File: src/etwb_pkg.sv
// Package for the external table write bus block.
// Holds register offsets, field layouts, reset values, mode codes and timing.
package etwb_pkg;
    // ------------------------------------------------------------
    // Register map (byte addresses on the AXI4-Lite slave)
    // ------------------------------------------------------------
    localparam logic [7:0] ETWB_MEMCTL_OFF = 8'h00;  // memory_control_reg
    localparam logic [7:0] ETWB_LATCH_OFF = 8'h04;   // table_latch
    localparam logic [7:0] ETWB_PTR_OFF = 8'h08;     // table_pointer
    localparam logic [7:0] ETWB_CMD_OFF = 8'h0C;     // command / status
    localparam logic [7:0] ETWB_RDATA_OFF = 8'h10;   // last 16-bit bus read word
    // ------------------------------------------------------------
    // Field positions
    // ------------------------------------------------------------
    localparam int ETWB_WAIT_LSB = 0;    // memory_control_reg wait field [1:0]
    localparam int ETWB_MD_LSB = 4;      // write_mode_field [5:4]
    localparam int ETWB_BUS8_BIT = 7;    // 1 = 8-bit external bus
    localparam int ETWB_CMD_WR_BIT = 0;  // write 1: start table_write_op
    localparam int ETWB_CMD_RD_BIT = 1;  // write 1: start table_read_op
    localparam int ETWB_CMD_FETCH_BIT = 2; // write 1: start instruction fetch
    localparam int ETWB_BUSY_BIT = 8;    // read: cycle in progress
    // ------------------------------------------------------------
    // Reset values
    // ------------------------------------------------------------
    localparam logic [1:0] ETWB_WAIT_RST = 2'h3;  // Slowest memory at power-up
    localparam logic [1:0] ETWB_MD_RST = 2'h0;
    localparam logic [20:0] ETWB_PTR_RST = 21'h000000;
    // ------------------------------------------------------------
    // Timing: one instruction cycle is four quarter phases
    // ------------------------------------------------------------
    localparam int ETWB_QUARTERS = 4;
    localparam int ETWB_BASE_TCY = 2;    // Table write/read length without waits
    // ------------------------------------------------------------
    // Types
    // ------------------------------------------------------------
    typedef enum logic [1:0] {
        ETWB_MD_BYTE_WRITE = 2'b00,
        ETWB_MD_WORD_WRITE = 2'b01,
        ETWB_MD_BYTE_SELECT = 2'b10,
        ETWB_MD_RSVD = 2'b11
    } etwb_md_t;
    typedef enum logic [1:0] {
        ETWB_OP_NONE = 2'b00,
        ETWB_OP_WRITE = 2'b01,
        ETWB_OP_READ = 2'b10,
        ETWB_OP_FETCH = 2'b11
    } etwb_op_t;
endpackage

File: src/etwb_phase_if.sv
// Interface carrying cycle-sequencer signals between the phase timer and the core.
// Assumes one clock shared by both ends.
`timescale 1ns/1ns
interface etwb_phase_if;
    logic start;        // One-cycle pulse: begin a bus cycle
    logic [1:0] waits;  // Extra instruction cycles to insert
    logic active;       // Bus cycle in progress
    logic data_phase;   // Final instruction cycle (data portion)
    logic q4;           // Fourth quarter of the final cycle
    logic done;         // One-cycle pulse: cycle complete
    modport ctrl (output start, output waits, input active, input data_phase,
        input q4, input done);
    modport timer (input start, input waits, output active, output data_phase,
        output q4, output done);
endinterface

File: src/etwb_phase_timer.sv
// Quarter-phase sequencer for one external bus cycle.
// Assumes the core pulses start only while active is low.
`timescale 1ns/1ns
module etwb_phase_timer
    import etwb_pkg::*;
(
    // Clock and reset
    input wire logic core_clk_i,
    input wire logic srst_i,
    // Sequencer link
    etwb_phase_if.timer ph
);
    logic active_reg;
    logic [1:0] quarter_reg;
    logic [2:0] tcy_reg;   // Instruction cycles remaining after this one
    logic [1:0] wait_reg;  // Wait cycles still to insert in Q4
    logic last_q;
    logic wait_left;

    // --------------------------------------------------------
    // Phase decode
    // --------------------------------------------------------
    assign last_q = (quarter_reg == 2'(ETWB_QUARTERS - 1));
    assign wait_left = (wait_reg != 2'h0);
    assign ph.active = active_reg;
    assign ph.data_phase = active_reg && (tcy_reg == 3'h0);
    assign ph.q4 = ph.data_phase && last_q;
    assign ph.done = ph.q4 && !wait_left;

    // Quarter and cycle counting; waits stretch Q4 of the final cycle
    always_ff @(posedge core_clk_i) begin
        if (srst_i) begin
            active_reg <= 1'b0;
            quarter_reg <= 2'h0;
            tcy_reg <= 3'h0;
            wait_reg <= 2'h0;
        end else if (ph.start) begin
            active_reg <= 1'b1;
            quarter_reg <= 2'h0;
            tcy_reg <= 3'(ETWB_BASE_TCY - 1);
            wait_reg <= ph.waits;
        end else if (active_reg) begin
            if (ph.q4 && wait_left) begin
                quarter_reg <= 2'h0; // Whole extra Tcy held in final cycle
                wait_reg <= wait_reg - 2'h1;
            end else if (ph.done) begin
                active_reg <= 1'b0;
                quarter_reg <= 2'h0;
            end else begin
                quarter_reg <= quarter_reg + 2'h1;
                if (last_q) begin
                    tcy_reg <= tcy_reg - 3'h1;
                end
            end
        end
    end
endmodule

File: src/etwb_core.sv
// External table read/write bus engine with AXI4-Lite register access.
// Assumes a single 20 MHz clock and an external word- or byte-wide memory.
//
// Local design decisions: the AXI4-Lite interface to the registers and the placing of the registers.
`timescale 1ns/1ns

// Contract
// - Byte write mode drives latch byte on both bus halves.
// - Byte write mode strobes high or low write by pointer bit 0.
// - Word mode even write holds byte, floats bus, no strobe.
// - Word mode odd write drives latch high, held byte low.
// - Word mode uses only the high write strobe.
// - Word mode odd write asserts both byte selects; byte address follows pointer.
// - Byte select mode drives both halves, strobes only high write.
// - Byte select mode marks byte by address line and byte selects.
// - Wait cycles only on table reads and writes, never fetches.
// - Two-bit wait field adds zero to three Tcy, inserted in Q4.
// - Wait field resets to three extra cycles.
// - No long writes; configuration memory not programmable here.
// - Table write takes two Tcy, data written in the final one.
// - Eight-bit bus writes byte directly with the low strobe.
// - Table reads pick bus byte by pointer bit 0, or direct.
module etwb_core
    import etwb_pkg::*;
(
    // Clock and reset
    input wire logic core_clk_i,
    input wire logic srst_i,
    // AXI4-Lite write address and data
    input wire logic [7:0] s_axi_awaddr,
    input wire logic s_axi_awvalid,
    output logic s_axi_awready,
    input wire logic [31:0] s_axi_wdata,
    input wire logic [3:0] s_axi_wstrb,
    input wire logic s_axi_wvalid,
    output logic s_axi_wready,
    // AXI4-Lite write response
    output logic [1:0] s_axi_bresp,
    output logic s_axi_bvalid,
    input wire logic s_axi_bready,
    // AXI4-Lite read
    input wire logic [7:0] s_axi_araddr,
    input wire logic s_axi_arvalid,
    output logic s_axi_arready,
    output logic [31:0] s_axi_rdata,
    output logic [1:0] s_axi_rresp,
    output logic s_axi_rvalid,
    input wire logic s_axi_rready,
    // External multiplexed bus
    input wire logic [15:0] ad_i,
    output logic [15:0] ad_o,
    output logic [15:0] ad_oe_n_o,
    output logic [20:0] addr_o,
    output logic write_high_strobe_n_o,
    output logic write_low_strobe_n_o,
    output logic upper_byte_select_n_o,
    output logic lower_byte_select_n_o,
    output logic byte_address_line_o,
    output logic read_strobe_n_o
);
    etwb_phase_if ph();

    etwb_phase_timer u_timer (
        .core_clk_i(core_clk_i),
        .srst_i(srst_i),
        .ph(ph)
    );

    // ------------------------------------------------------------
    // Registers
    // ------------------------------------------------------------
    logic [1:0] wait_reg;
    etwb_md_t md_reg;
    logic bus8_reg;

    logic [7:0] table_latch_reg;
    logic [20:0] table_pointer_reg;
    logic [7:0] hold_reg;
    logic [15:0] rword_reg;
    etwb_op_t op_reg;
    logic ptr0_reg;

    logic aw_full_reg, w_full_reg;
    logic [7:0] aw_addr_reg;
    logic [31:0] w_data_reg;
    logic [3:0] w_strb_reg;
    logic bvalid_reg, bslverr_reg;
    logic rvalid_reg, rslverr_reg;
    logic [31:0] rdata_reg;

    // Bus input synchroniser stages
    logic [15:0] ad_sync1_reg, ad_sync2_reg, ad_sync3_reg;

    // ------------------------------------------------------------
    // AXI write decode
    // ------------------------------------------------------------
    wire wr_fire = aw_full_reg && w_full_reg && !bvalid_reg;
    wire sel_memctl = (aw_addr_reg == ETWB_MEMCTL_OFF);
    wire sel_latch = (aw_addr_reg == ETWB_LATCH_OFF);
    wire sel_ptr = (aw_addr_reg == ETWB_PTR_OFF);
    wire sel_cmd = (aw_addr_reg == ETWB_CMD_OFF);
    wire sel_rdat = (aw_addr_reg == ETWB_RDATA_OFF);
    wire wr_mapped = sel_memctl || sel_latch || sel_ptr || sel_cmd || sel_rdat;
    wire busy = ph.active;

    // Latch and pointer writes are refused while a cycle uses them
    wire wr_ok = wr_fire && wr_mapped && !(busy && (sel_latch || sel_ptr || sel_cmd));
    wire cmd_wr = wr_ok && sel_cmd && w_strb_reg[0] && w_data_reg[ETWB_CMD_WR_BIT];
    wire cmd_rd = wr_ok && sel_cmd && w_strb_reg[0] && w_data_reg[ETWB_CMD_RD_BIT];
    wire cmd_fe = wr_ok && sel_cmd && w_strb_reg[0] && w_data_reg[ETWB_CMD_FETCH_BIT];
    wire [1:0] waits_sel = cmd_fe ? 2'h0 : wait_reg;

    assign s_axi_awready = !aw_full_reg;
    assign s_axi_wready = !w_full_reg;
    assign s_axi_bvalid = bvalid_reg;
    assign s_axi_bresp = bslverr_reg ? 2'b10 : 2'b00;

    assign s_axi_arready = !rvalid_reg;
    assign s_axi_rvalid = rvalid_reg;
    assign s_axi_rdata = rdata_reg;
    assign s_axi_rresp = rslverr_reg ? 2'b10 : 2'b00;

    // Address and data holding, taken in either order
    always_ff @(posedge core_clk_i) begin
        if (srst_i) begin
            aw_full_reg <= 1'b0;
            w_full_reg <= 1'b0;
            aw_addr_reg <= 8'h00;
            w_data_reg <= 32'h00000000;
            w_strb_reg <= 4'h0;
            bvalid_reg <= 1'b0;
            bslverr_reg <= 1'b0;
        end else begin
            if (s_axi_awvalid && !aw_full_reg) begin
                aw_full_reg <= 1'b1;
                aw_addr_reg <= {s_axi_awaddr[7:2], 2'b00};
            end
            if (s_axi_wvalid && !w_full_reg) begin
                w_full_reg <= 1'b1;
                w_data_reg <= s_axi_wdata;
                w_strb_reg <= s_axi_wstrb;
            end
            if (wr_fire) begin
                aw_full_reg <= 1'b0;
                w_full_reg <= 1'b0;
                bvalid_reg <= 1'b1;
                bslverr_reg <= !wr_ok;
            end else if (s_axi_bready) begin
                bvalid_reg <= 1'b0;
            end
        end
    end

    // ------------------------------------------------------------
    // AXI read decode
    // ------------------------------------------------------------
    wire [7:0] ra = {s_axi_araddr[7:2], 2'b00};
    wire rd_memctl = (ra == ETWB_MEMCTL_OFF);
    wire rd_mapped = rd_memctl || (ra == ETWB_LATCH_OFF) || (ra == ETWB_PTR_OFF)
        || (ra == ETWB_CMD_OFF) || (ra == ETWB_RDATA_OFF);

    wire [31:0] memctl_word = {24'h000000, bus8_reg, 1'b0, md_reg, 2'b00, wait_reg};
    wire [31:0] rd_word =
        rd_memctl ? memctl_word :
        (ra == ETWB_LATCH_OFF) ? {24'h000000, table_latch_reg} :
        (ra == ETWB_PTR_OFF) ? {11'h000, table_pointer_reg} :
        (ra == ETWB_CMD_OFF) ? {23'h000000, busy, 8'h00} :
        (ra == ETWB_RDATA_OFF) ? {16'h0000, rword_reg} : 32'h00000000;

    // Read answer one cycle after address is taken
    always_ff @(posedge core_clk_i) begin
        if (srst_i) begin
            rvalid_reg <= 1'b0;
            rslverr_reg <= 1'b0;
            rdata_reg <= 32'h00000000;
        end else if (s_axi_arvalid && !rvalid_reg) begin
            rvalid_reg <= 1'b1;
            rslverr_reg <= !rd_mapped;
            rdata_reg <= rd_word;
        end else if (s_axi_rready) begin
            rvalid_reg <= 1'b0;
        end
    end

    // ------------------------------------------------------------
    // Control registers
    // ------------------------------------------------------------
    always_ff @(posedge core_clk_i) begin
        if (srst_i) begin
            wait_reg <= ETWB_WAIT_RST;
            md_reg <= etwb_md_t'(ETWB_MD_RST);
            bus8_reg <= 1'b0;
        end else if (wr_ok && sel_memctl && w_strb_reg[0]) begin
            wait_reg <= w_data_reg[ETWB_WAIT_LSB +: 2];
            md_reg <= etwb_md_t'(w_data_reg[ETWB_MD_LSB +: 2]);
            bus8_reg <= w_data_reg[ETWB_BUS8_BIT];
        end
    end

    // ------------------------------------------------------------
    // Bus input synchroniser: three stages, accept when 2 and 3 agree
    // ------------------------------------------------------------
    always_ff @(posedge core_clk_i) begin
        if (srst_i) begin
            ad_sync1_reg <= 16'h0000;
            ad_sync2_reg <= 16'h0000;
            ad_sync3_reg <= 16'h0000;
        end else begin
            ad_sync1_reg <= ad_i;
            ad_sync2_reg <= ad_sync1_reg;
            ad_sync3_reg <= ad_sync2_reg;
        end
    end
    wire ad_stable = (ad_sync2_reg == ad_sync3_reg);

    // ------------------------------------------------------------
    // Cycle start and data path; pointer, latch, holding latch
    // ------------------------------------------------------------
    assign ph.start = (cmd_wr || cmd_rd || cmd_fe) && !busy;
    assign ph.waits = waits_sel;

    wire [7:0] rd_byte = bus8_reg ? ad_sync3_reg[7:0]
        : (ptr0_reg ? ad_sync3_reg[15:8] : ad_sync3_reg[7:0]);

    wire word_even = (op_reg == ETWB_OP_WRITE) && !bus8_reg
        && (md_reg == ETWB_MD_WORD_WRITE) && !ptr0_reg;

    always_ff @(posedge core_clk_i) begin
        if (srst_i) begin
            op_reg <= ETWB_OP_NONE;
            ptr0_reg <= 1'b0;
            table_latch_reg <= 8'h00;
            table_pointer_reg <= ETWB_PTR_RST;
            hold_reg <= 8'h00;
            rword_reg <= 16'h0000;
        end else begin
            if (ph.start) begin
                op_reg <= cmd_wr ? ETWB_OP_WRITE : (cmd_rd ? ETWB_OP_READ : ETWB_OP_FETCH);
                ptr0_reg <= table_pointer_reg[0];
            end else if (ph.done) begin
                op_reg <= ETWB_OP_NONE;
            end
            if (wr_ok && sel_latch && w_strb_reg[0]) begin
                table_latch_reg <= w_data_reg[7:0];
            end else if (ph.done && op_reg == ETWB_OP_READ && ad_stable) begin
                table_latch_reg <= rd_byte;
            end
            if (ph.done && op_reg != ETWB_OP_WRITE && ad_stable) begin
                rword_reg <= ad_sync3_reg;
            end
            if (wr_ok && sel_ptr) begin
                table_pointer_reg <= w_data_reg[20:0];
            end
            if (ph.done && word_even) begin
                hold_reg <= table_latch_reg;
            end
        end
    end

    // ------------------------------------------------------------
    // Bus pin drive: address in first Tcy, data in the final one
    // ------------------------------------------------------------
    wire wr_data = (op_reg == ETWB_OP_WRITE) && ph.data_phase;
    wire addr_ph = ph.active && !ph.data_phase;

    wire [15:0] wr_word = (md_reg == ETWB_MD_WORD_WRITE)
        ? {table_latch_reg, hold_reg}
        : {table_latch_reg, table_latch_reg};
    wire drive_data = wr_data && !word_even;
    wire strobe_q = drive_data;

    wire use_hi = !bus8_reg && ((md_reg != ETWB_MD_BYTE_WRITE) || ptr0_reg);
    // Configuration space writes are not offered: no long-write command exists

    always_comb begin
        ad_o = 16'h0000;
        ad_oe_n_o = 16'hFFFF;
        if (addr_ph) begin
            ad_o = table_pointer_reg[15:0];
            ad_oe_n_o = 16'h0000;
        end else if (drive_data) begin
            ad_o = bus8_reg ? {8'h00, table_latch_reg} : wr_word;
            ad_oe_n_o = bus8_reg ? 16'hFF00 : 16'h0000;
        end
    end

    assign addr_o = table_pointer_reg;

    assign write_high_strobe_n_o = !(strobe_q && use_hi);
    assign write_low_strobe_n_o = !(strobe_q && !use_hi);
    assign read_strobe_n_o = !((op_reg == ETWB_OP_READ || op_reg == ETWB_OP_FETCH)
        && ph.data_phase);
    assign byte_address_line_o = ph.active ? ptr0_reg : table_pointer_reg[0];

    // Word mode odd selects both; byte select picks one; otherwise both
    wire sel_one = (md_reg == ETWB_MD_BYTE_SELECT) && !bus8_reg;
    assign upper_byte_select_n_o = !(ph.active && (!sel_one || ptr0_reg));
    assign lower_byte_select_n_o = !(ph.active && (!sel_one || !ptr0_reg));
    // Word-mode pairing is left to software
endmodule

File: config.mk
export PLATFORM = sky130hd
export DESIGN_NAME = etwb_core
export DESIGN_NICKNAME = d
export VERILOG_FILES = /design/src/etwb_pkg.sv /design/src/etwb_phase_if.sv /design/src/etwb_phase_timer.sv /design/src/etwb_core.sv
export SDC_FILE = /design/constraint.sdc
export NUM_CORES = 1
export LEC_CHECK = 0
export BUFFER_PORTS_ARGS = -buffer_cell sky130_fd_sc_hd__buf_2
export CAP_MARGIN = 20
export CORE_MARGIN = 3
export CORE_UTILIZATION = 45
export DETAILED_ROUTE_END_ITERATION = 7
export GPL_TIMING_DRIVEN = 0
export MAX_ROUTING_LAYER = met4
export PLACE_DENSITY = 0.79
export SETUP_SLACK_MARGIN = 0.05
export SLEW_MARGIN = 25
export SYNTH_ARGS = -nofsm -noshare
export SYNTH_HDL_FRONTEND = slang
export SYNTH_SLANG_ARGS = --single-unit
File: constraint.sdc
create_clock -name core_clk_i -period 4.57 [get_ports core_clk_i]
set_input_delay 0.2285 -clock core_clk_i [delete_from_list [all_inputs] [get_ports core_clk_i]]
set_output_delay 0.2285 -clock core_clk_i [all_outputs]
set_load 0.005 [all_outputs]
==> flow_summary.json, run 1 <==
{
  "status": "completed",
  "seq_area_sq_um": 3440,
  "maxCapViolCount": 0,
  "worst_path_max_delay_cell": "nor2_1",
  "first_pass_iters": 6,
  "place_area_sq_um": 8340,
  "cts_tree": "built",
  "drive_above_1_share_pct": 22.7,
  "start_kind": "flop",
  "netlist_area_sq_um": 7320,
  "numCtsBuffers": 17,
  "h-tree-depth": 4,
  "hold_viol_final": 0,
  "synth_edf_count": 0,
  "p_leak_nw": 3.81,
  "cts.clk_slew.worst_paths_ns": 0.07,
  "peakVddDrop_uv": 269,
  "rsz0062_at_grt": "no",
  "antenna_found_initial": 0,
  "cellPowerDensity_nw_per_um2": 362,
  "tightestPinTransition_ns": 0.824,
  "drt_wl_total_um": 19700,
  "core_area_sq_um": 15500,
  "first_global_vias": 5869,
  "antenna_cells": 0,
  "cp_max_fo": 10,
  "yosys_most_used_dff": "dfxtp_1",
  "place_ws_ns": 2.03,
  "post-route-util_pct": 57.8,
  "areaGrowthSynthToFinish_pct": 22.6,
  "pin_count": 175,
  "fp.dieW_um": 134,
  "slew_viol_final": 0,
  "fill_cells": 1405,
  "max_stage_delay_ns": 0.64,
  "vias_per_cell": 5.25,
  "fp.dieH_um": 134,
  "yosys_warnings": 0,
  "post-route-min-period_ns": 3.09,
  "critPathCaptureType": "output port",
  "arrival_ns": 2.86,
  "fmax_mhz": 324,
  "port_buffers": 141,
  "whs_ns": 0.0100,
  "setup_slack_ns": 1.48,
  "dp_hpwl_um": 15000,
  "worst-endpoint-required_ns": 4.34,
  "rows": 45,
  "finalSetupTns_ns": 0,
  "clock_sinks": 172,
  "final_antenna_net_count": 0,
  "fin_crit_sh_pct": 67.6,
  "ctsResizeCount": 0,
  "cts_root_buf": "clkbuf_16",
  "hold_class": "in2reg",
  "synth_seq_cells": 172,
  "stdcell_area_sq_um": 8980,
  "crit_chain": "clkbuf_1 > o2111ai_1 > nor2_1 > nor2_1 > buf_4 > buf_2",
  "wire_per_inst_um": 16.3,
  "synth_cell_types": 52,
  "die_area_sq_um": 17800,
  "route.vias.total": 6370,
  "slew-limit-headroom_pct": 45.0,
  "drc": 0,
  "clockBufferDepth": 2,
  "multi_input_area_sq_um": 3390,
  "async_flop_share_pct": 0,
  "grtUsageTotal_pct": 22.5,
  "overflow": 0,
  "stdcell_count": 1213,
  "initial_core_util_pct": 47.1,
  "setup_viol": 0,
  "fin_nets": 1068,
  "grt_pass1_wl_um": 30900,
  "syn_avg_cell_area_sq_um": 9.00,
  "ys_seq_area_share_pct": 47.0,
  "fin_worst_skew_ns": 0.0106,
  "clk_latency_ns": 0.43,
  "worstSetupPathType": "reg2out",
  "totalPowerFinal_mw": 3.25,
  "grt_max_degree": 17,
  "path_common_cell": "nor2_1",
  "gp_congestion": 0.981,
  "placed_cells": 1177,
  "postSynthCellCount": 813,
  "first_iter_violations": 584
}
## per-layer routing
metal	share of wire [%]	up-vias	track usage, %
met5	0	-	-
met4	2.6	0	8.34
met3	7.9	39	5.44
met2	47	259	36.2
met1	43	2943	27.6
li1	-	3129	-
## layout by cell type, fill, tap and decap left out, types with 9 or more instances in the layout
master / n
o21ai_1: 9
clkbuf_1: 37
xnor2_1: 18
dfxtp_1: 172
nor2b_1: 54
conb_1: 13
nand4_1: 22
a221oi_1: 10
inv_1: 18
buf_2: 154
clkbuf_16: 17
nand3_1: 16
a21oi_1: 70
nand2b_1: 16
nor3_1: 18
a211o_1: 13
o21ai_0: 16
buf_4: 29
mux2i_1: 63
a22o_1: 9
nor2_1: 77
nand2_1: 71
## cell usage after synthesis, types with 2 or more instances
cell type	instances	area, sq um
dfxtp_1	172	3440
nor2_1	77	289
nand2_1	71	267
a21oi_1	70	350
mux2i_1	63	631
nor2b_1	54	338
clkbuf_1	37	139
buf_4	29	218
nand4_1	22	138
inv_1	18	67.6
nor3_1	18	90.1
xnor2_1	18	158
nand2b_1	16	100
nand3_1	16	80.1
o21ai_0	16	80.1
a211o_1	13	114
buf_2	13	65.1
a221oi_1	10	87.6
a22o_1	9	78.8
o21ai_1	9	45.0
a211oi_1	6	45.0
a31oi_1	6	37.5
buf_1	4	15.0
ha_1	4	50.1
or3_1	4	25.0
nor4b_1	3	26.3
nor4bb_1	3	30.0
and3b_1	2	17.5
buf_6	2	22.5
nand3b_1	2	15.0
nor4_4	2	42.5
o2111ai_1	2	17.5
o22ai_1	2	12.5
o31ai_1	2	15.0
## cell families after synthesis
group / synth area share (%)
simple gates: 21.2
flops: 47.0
compound gates: 12.9
buf+inv: 7.26
mux: 8.77
xor+xnor: 2.15
fa+ha+maj: 0.684
other cells: 0.0512
## power by group
group | switching, mW | internal [mW]
Combinational | 0.131 | 0.0931
Clock | 0.604 | 0.851
Sequential | 0.0305 | 1.54
Total | 0.765 | 2.49
## area by class of cell
| type | instances | share of cell area (%) |
|---|---|---|
| flip-flops and latches | 172 | 38.4 |
| multi-input cells | 549 | 37.8 |
| repair buffers | 145 | 8.31 |
| clock buffers | 20 | 5.20 |
| plain buffers | 86 | 5.17 |
| well taps | 211 | 2.94 |
| clock inverters | 12 | 1.52 |
| inverters | 18 | 0.753 |
## critical path, delay by kind of cell, from the launching register on
kind	cells	cell delay [ns]
buffers and inverters	3	0.76
flip-flops	1	0.47
AO/OA/AOI/OAI	1	0.27
AND/OR/NAND/NOR	2	0.93
## worst paths after layout
check | startpoint | end | slack [ns] | cells past startpoint
setup reg to reg | u_timer.tcy_reg[0]$_SDFFE_PP0P_ | rword_reg[9]$_SDFFE_PP0P_ | 2.22 | 9
hold / removal | ad_i[6] | ad_sync1_reg[6]$_SDFF_PP0_ | 0.01 | 2
setup / recovery | u_timer.ph.active$_SDFF_PP0_ | ad_oe_n_o[12] | 1.48 | 6
hold reg to reg | ad_sync1_reg[10]$_SDFF_PP0_ | ad_sync2_reg[10]$_SDFF_PP0_ | 0.43 | 1
## repair_timing
action / 4_1_cts / 5_1_grt
endpoints found under the hold margin: 4 / 0
hold buffers: 4 / 0
setup buffers: 0 / 0
Note: power is estimated with default switching activity, not from simulation.
==> run 2, diff against run 1 <==
==> constraint.sdc (replaced) <==
create_clock -name core_clk_i -period 2.9 [get_ports core_clk_i]
set_input_delay 0.145 -clock core_clk_i [delete_from_list [all_inputs] [get_ports core_clk_i]]
set_output_delay 0.145 -clock core_clk_i [all_outputs]
set_load 0.005 [all_outputs]
==> run 2 against run 1 <==
Net effect:
- sequential power up 58%
- non-clock buffer count up 43
- clock-buffer cell count stayed put
- design area is 4.9% higher
- hold slack worse by 0.0061 ns
- critical path depth grew 2
- critical path type unchanged
- die area is the same
- combinational power increased by 80%
==> flow_summary.json, run 2 (synthesis results as in run 1) <==
{
  "status": "completed",
  "hold_end": "w_full_reg$_SDFFE_PP0P_",
  "timing.rr.end": "rword_reg[9]$_SDFFE_PP0P_",
  "mostFrequentLayoutCell": "dfxtp_1",
  "tightestPinTransition_ns": 0.834,
  "arrival_ns": 2.50,
  "combPwrFrac_pct": 7.8,
  "port_buffers": 141,
  "worst_hold_path.num_cells": 3,
  "final_antenna_net_count": 0,
  "grtUsageTotal_pct": 23.8,
  "slew-limit-headroom_pct": 44.4,
  "dp_hpwl_um": 15000,
  "clockBufferDepth": 2,
  "cts.clk_slew.worst_paths_ns": 0.06,
  "antenna_cells": 0,
  "clockPowerShare_pct": 44.4,
  "layout_common_cells": "172 x dfxtp_1, 154 x buf_2, 75 x nor2_1",
  "first_pass_iters": 6,
  "route.vias.total": 6587,
  "rows": 45,
  "setup_viol": 0,
  "h-tree-depth": 4,
  "fmax_mhz": 377,
  "slew_viol_final": 0,
  "rrSetupSlack_ns": 0.56,
  "setup_slack_ns": 0.251,
  "start_kind": "flop",
  "overflow": 0,
  "core_area_sq_um": 15500,
  "worstSetupPathType": "reg2out",
  "fp.dieH_um": 134,
  "peakVddDrop_uv": 426,
  "gp_congestion": 0.981,
  "pin_count": 175,
  "fin_nets": 1111,
  "antenna_found_initial": 0,
  "power_switching_mw": 1.23,
  "worstRegToRegCells": 9,
  "wire_per_inst_um": 16.4,
  "hold_viol_final": 0,
  "first_global_vias": 6333,
  "p_int_mw": 3.96,
  "clock_sinks": 172,
  "areaGrowthSynthToFinish_pct": 28.6,
  "hp-start": "s_axi_wvalid",
  "critPathCaptureType": "output port",
  "finalSetupTns_ns": 0,
  "numCtsBuffers": 17,
  "initial_core_util_pct": 47.1,
  "grt_pass1_wl_um": 32900,
  "place_ws_ns": 0.445,
  "grt_max_degree": 17,
  "rsz0062_at_grt": "no",
  "drc": 0,
  "fin_worst_skew_ns": 0.0101,
  "cts_tree": "built",
  "drive_above_1_share_pct": 22.1,
  "vias_per_cell": 5.24,
  "switching_share_pct": 23.7,
  "drt_wl_total_um": 20600,
  "worst-endpoint-required_ns": 2.76,
  "maxCapViolCount": 0,
  "hold_class": "in2reg",
  "seqPwrFrac_pct": 47.8,
  "post-route-min-period_ns": 2.65,
  "die_area_sq_um": 17800,
  "cellPowerDensity_nw_per_um2": 551,
  "cp_max_fo": 10,
  "cts_root_buf": "clkbuf_16",
  "first_iter_violations": 534,
  "clk_latency_ns": 0.43,
  "fin_crit_sh_pct": 91.4,
  "fp.dieW_um": 134,
  "post-route-util_pct": 60.6,
  "r2r-start": "u_timer.tcy_reg[0]$_SDFFE_PP0P_",
  "p_leak_nw": 4.00
}
[run 2: power groups by stage]
stage	clock network, mW	registers, mW	logic, mW
finish	2.30	2.48	0.404
global route	2.42	2.49	0.444
CTS	2.31	2.48	0.397
detailed placement	0	2.53	0.346
global placement	0	2.53	0.339
floorplan	0	2.52	0.228
[run 2: area by class of cell]
type                            count  area, sq um
Buffer                             86          467
Sequential cell                   172         3440
Timing Repair Buffer              188         1180
Clock buffer                       20          467
Tap cell                          211          264
Inverter                           18         67.6
Fill cell                        1319         6120
Clock inverter                     12          136
Multi-Input combinational cell    549         3400
[run 2: repair_timing]
action | CTS | global route
endpoints found under the setup margin | 7 | 16
pin swaps | 0 | 0
endpoints found under the hold margin | 46 | 0
setup buffers | 0 | 0
hold buffers | 47 | 0
gates resized for setup | 1 | 5
[run 2: per-stage QoR]
| stage | total power, mW | instance area [sq um] | hold WS [ns] | std cells |
|---|---|---|---|---|
| 5_1_grt | 5.35 | 9420 | 0.00308 | 1256 |
| 4_1_cts | 5.18 | 9410 | 0.000601 | 1256 |
| 3_3_place_gp | 2.87 | 8340 | 0.337 | 1177 |
| 6_report | 5.19 | 9420 | 0.00392 | 1256 |
| 2_1_floorplan | 2.74 | 7370 | 0.244 | 825 |
| 3_5_place_dp | 2.88 | 8340 | 0.342 | 1177 |
[run 2: how the worst max path moves through the flow]
stage                                           end  depth (start not counted)                            start  slack [ns]
after CTS                              ad_oe_n_o[1]                          9            bus8_reg$_SDFFE_PP0P_        0.06
after global routing                  ad_oe_n_o[14]                          8            bus8_reg$_SDFFE_PP0P_        0.07
after detailed placement              ad_oe_n_o[14]                          6     u_timer.ph.active$_SDFF_PP0_        0.45
after floorplan           rword_reg[7]$_SDFFE_PP0P_                          9  u_timer.tcy_reg[0]$_SDFFE_PP0P_        0.88
final                                 ad_oe_n_o[12]                          8            bus8_reg$_SDFFE_PP0P_        0.25
after global placement                 ad_oe_n_o[9]                          6     u_timer.ph.active$_SDFF_PP0_        0.47
[run 2: layer usage]
metal  wire, um  vias to the layer above  GRT usage, %  part of all wire (%)
met4        629                        0          9.60                   3.0
met5          0                        -             -                     0
li1           -                     3219             -                     -
met2       9800                      307          38.8                    48
met1       8480                     3003          28.5                    41
met3       1720                       58          5.48                   8.3
[run 2: critical path, stage by stage, from the launching register on]
cell and delay (ns):
dfxtp_1 0.31, buf_6 0.14, nor2_1 0.13, nand2_2 0.24, o2111ai_1 0.39, nor2_2 0.17, nor2_1 0.41, buf_4 0.19
buf_2 0.10
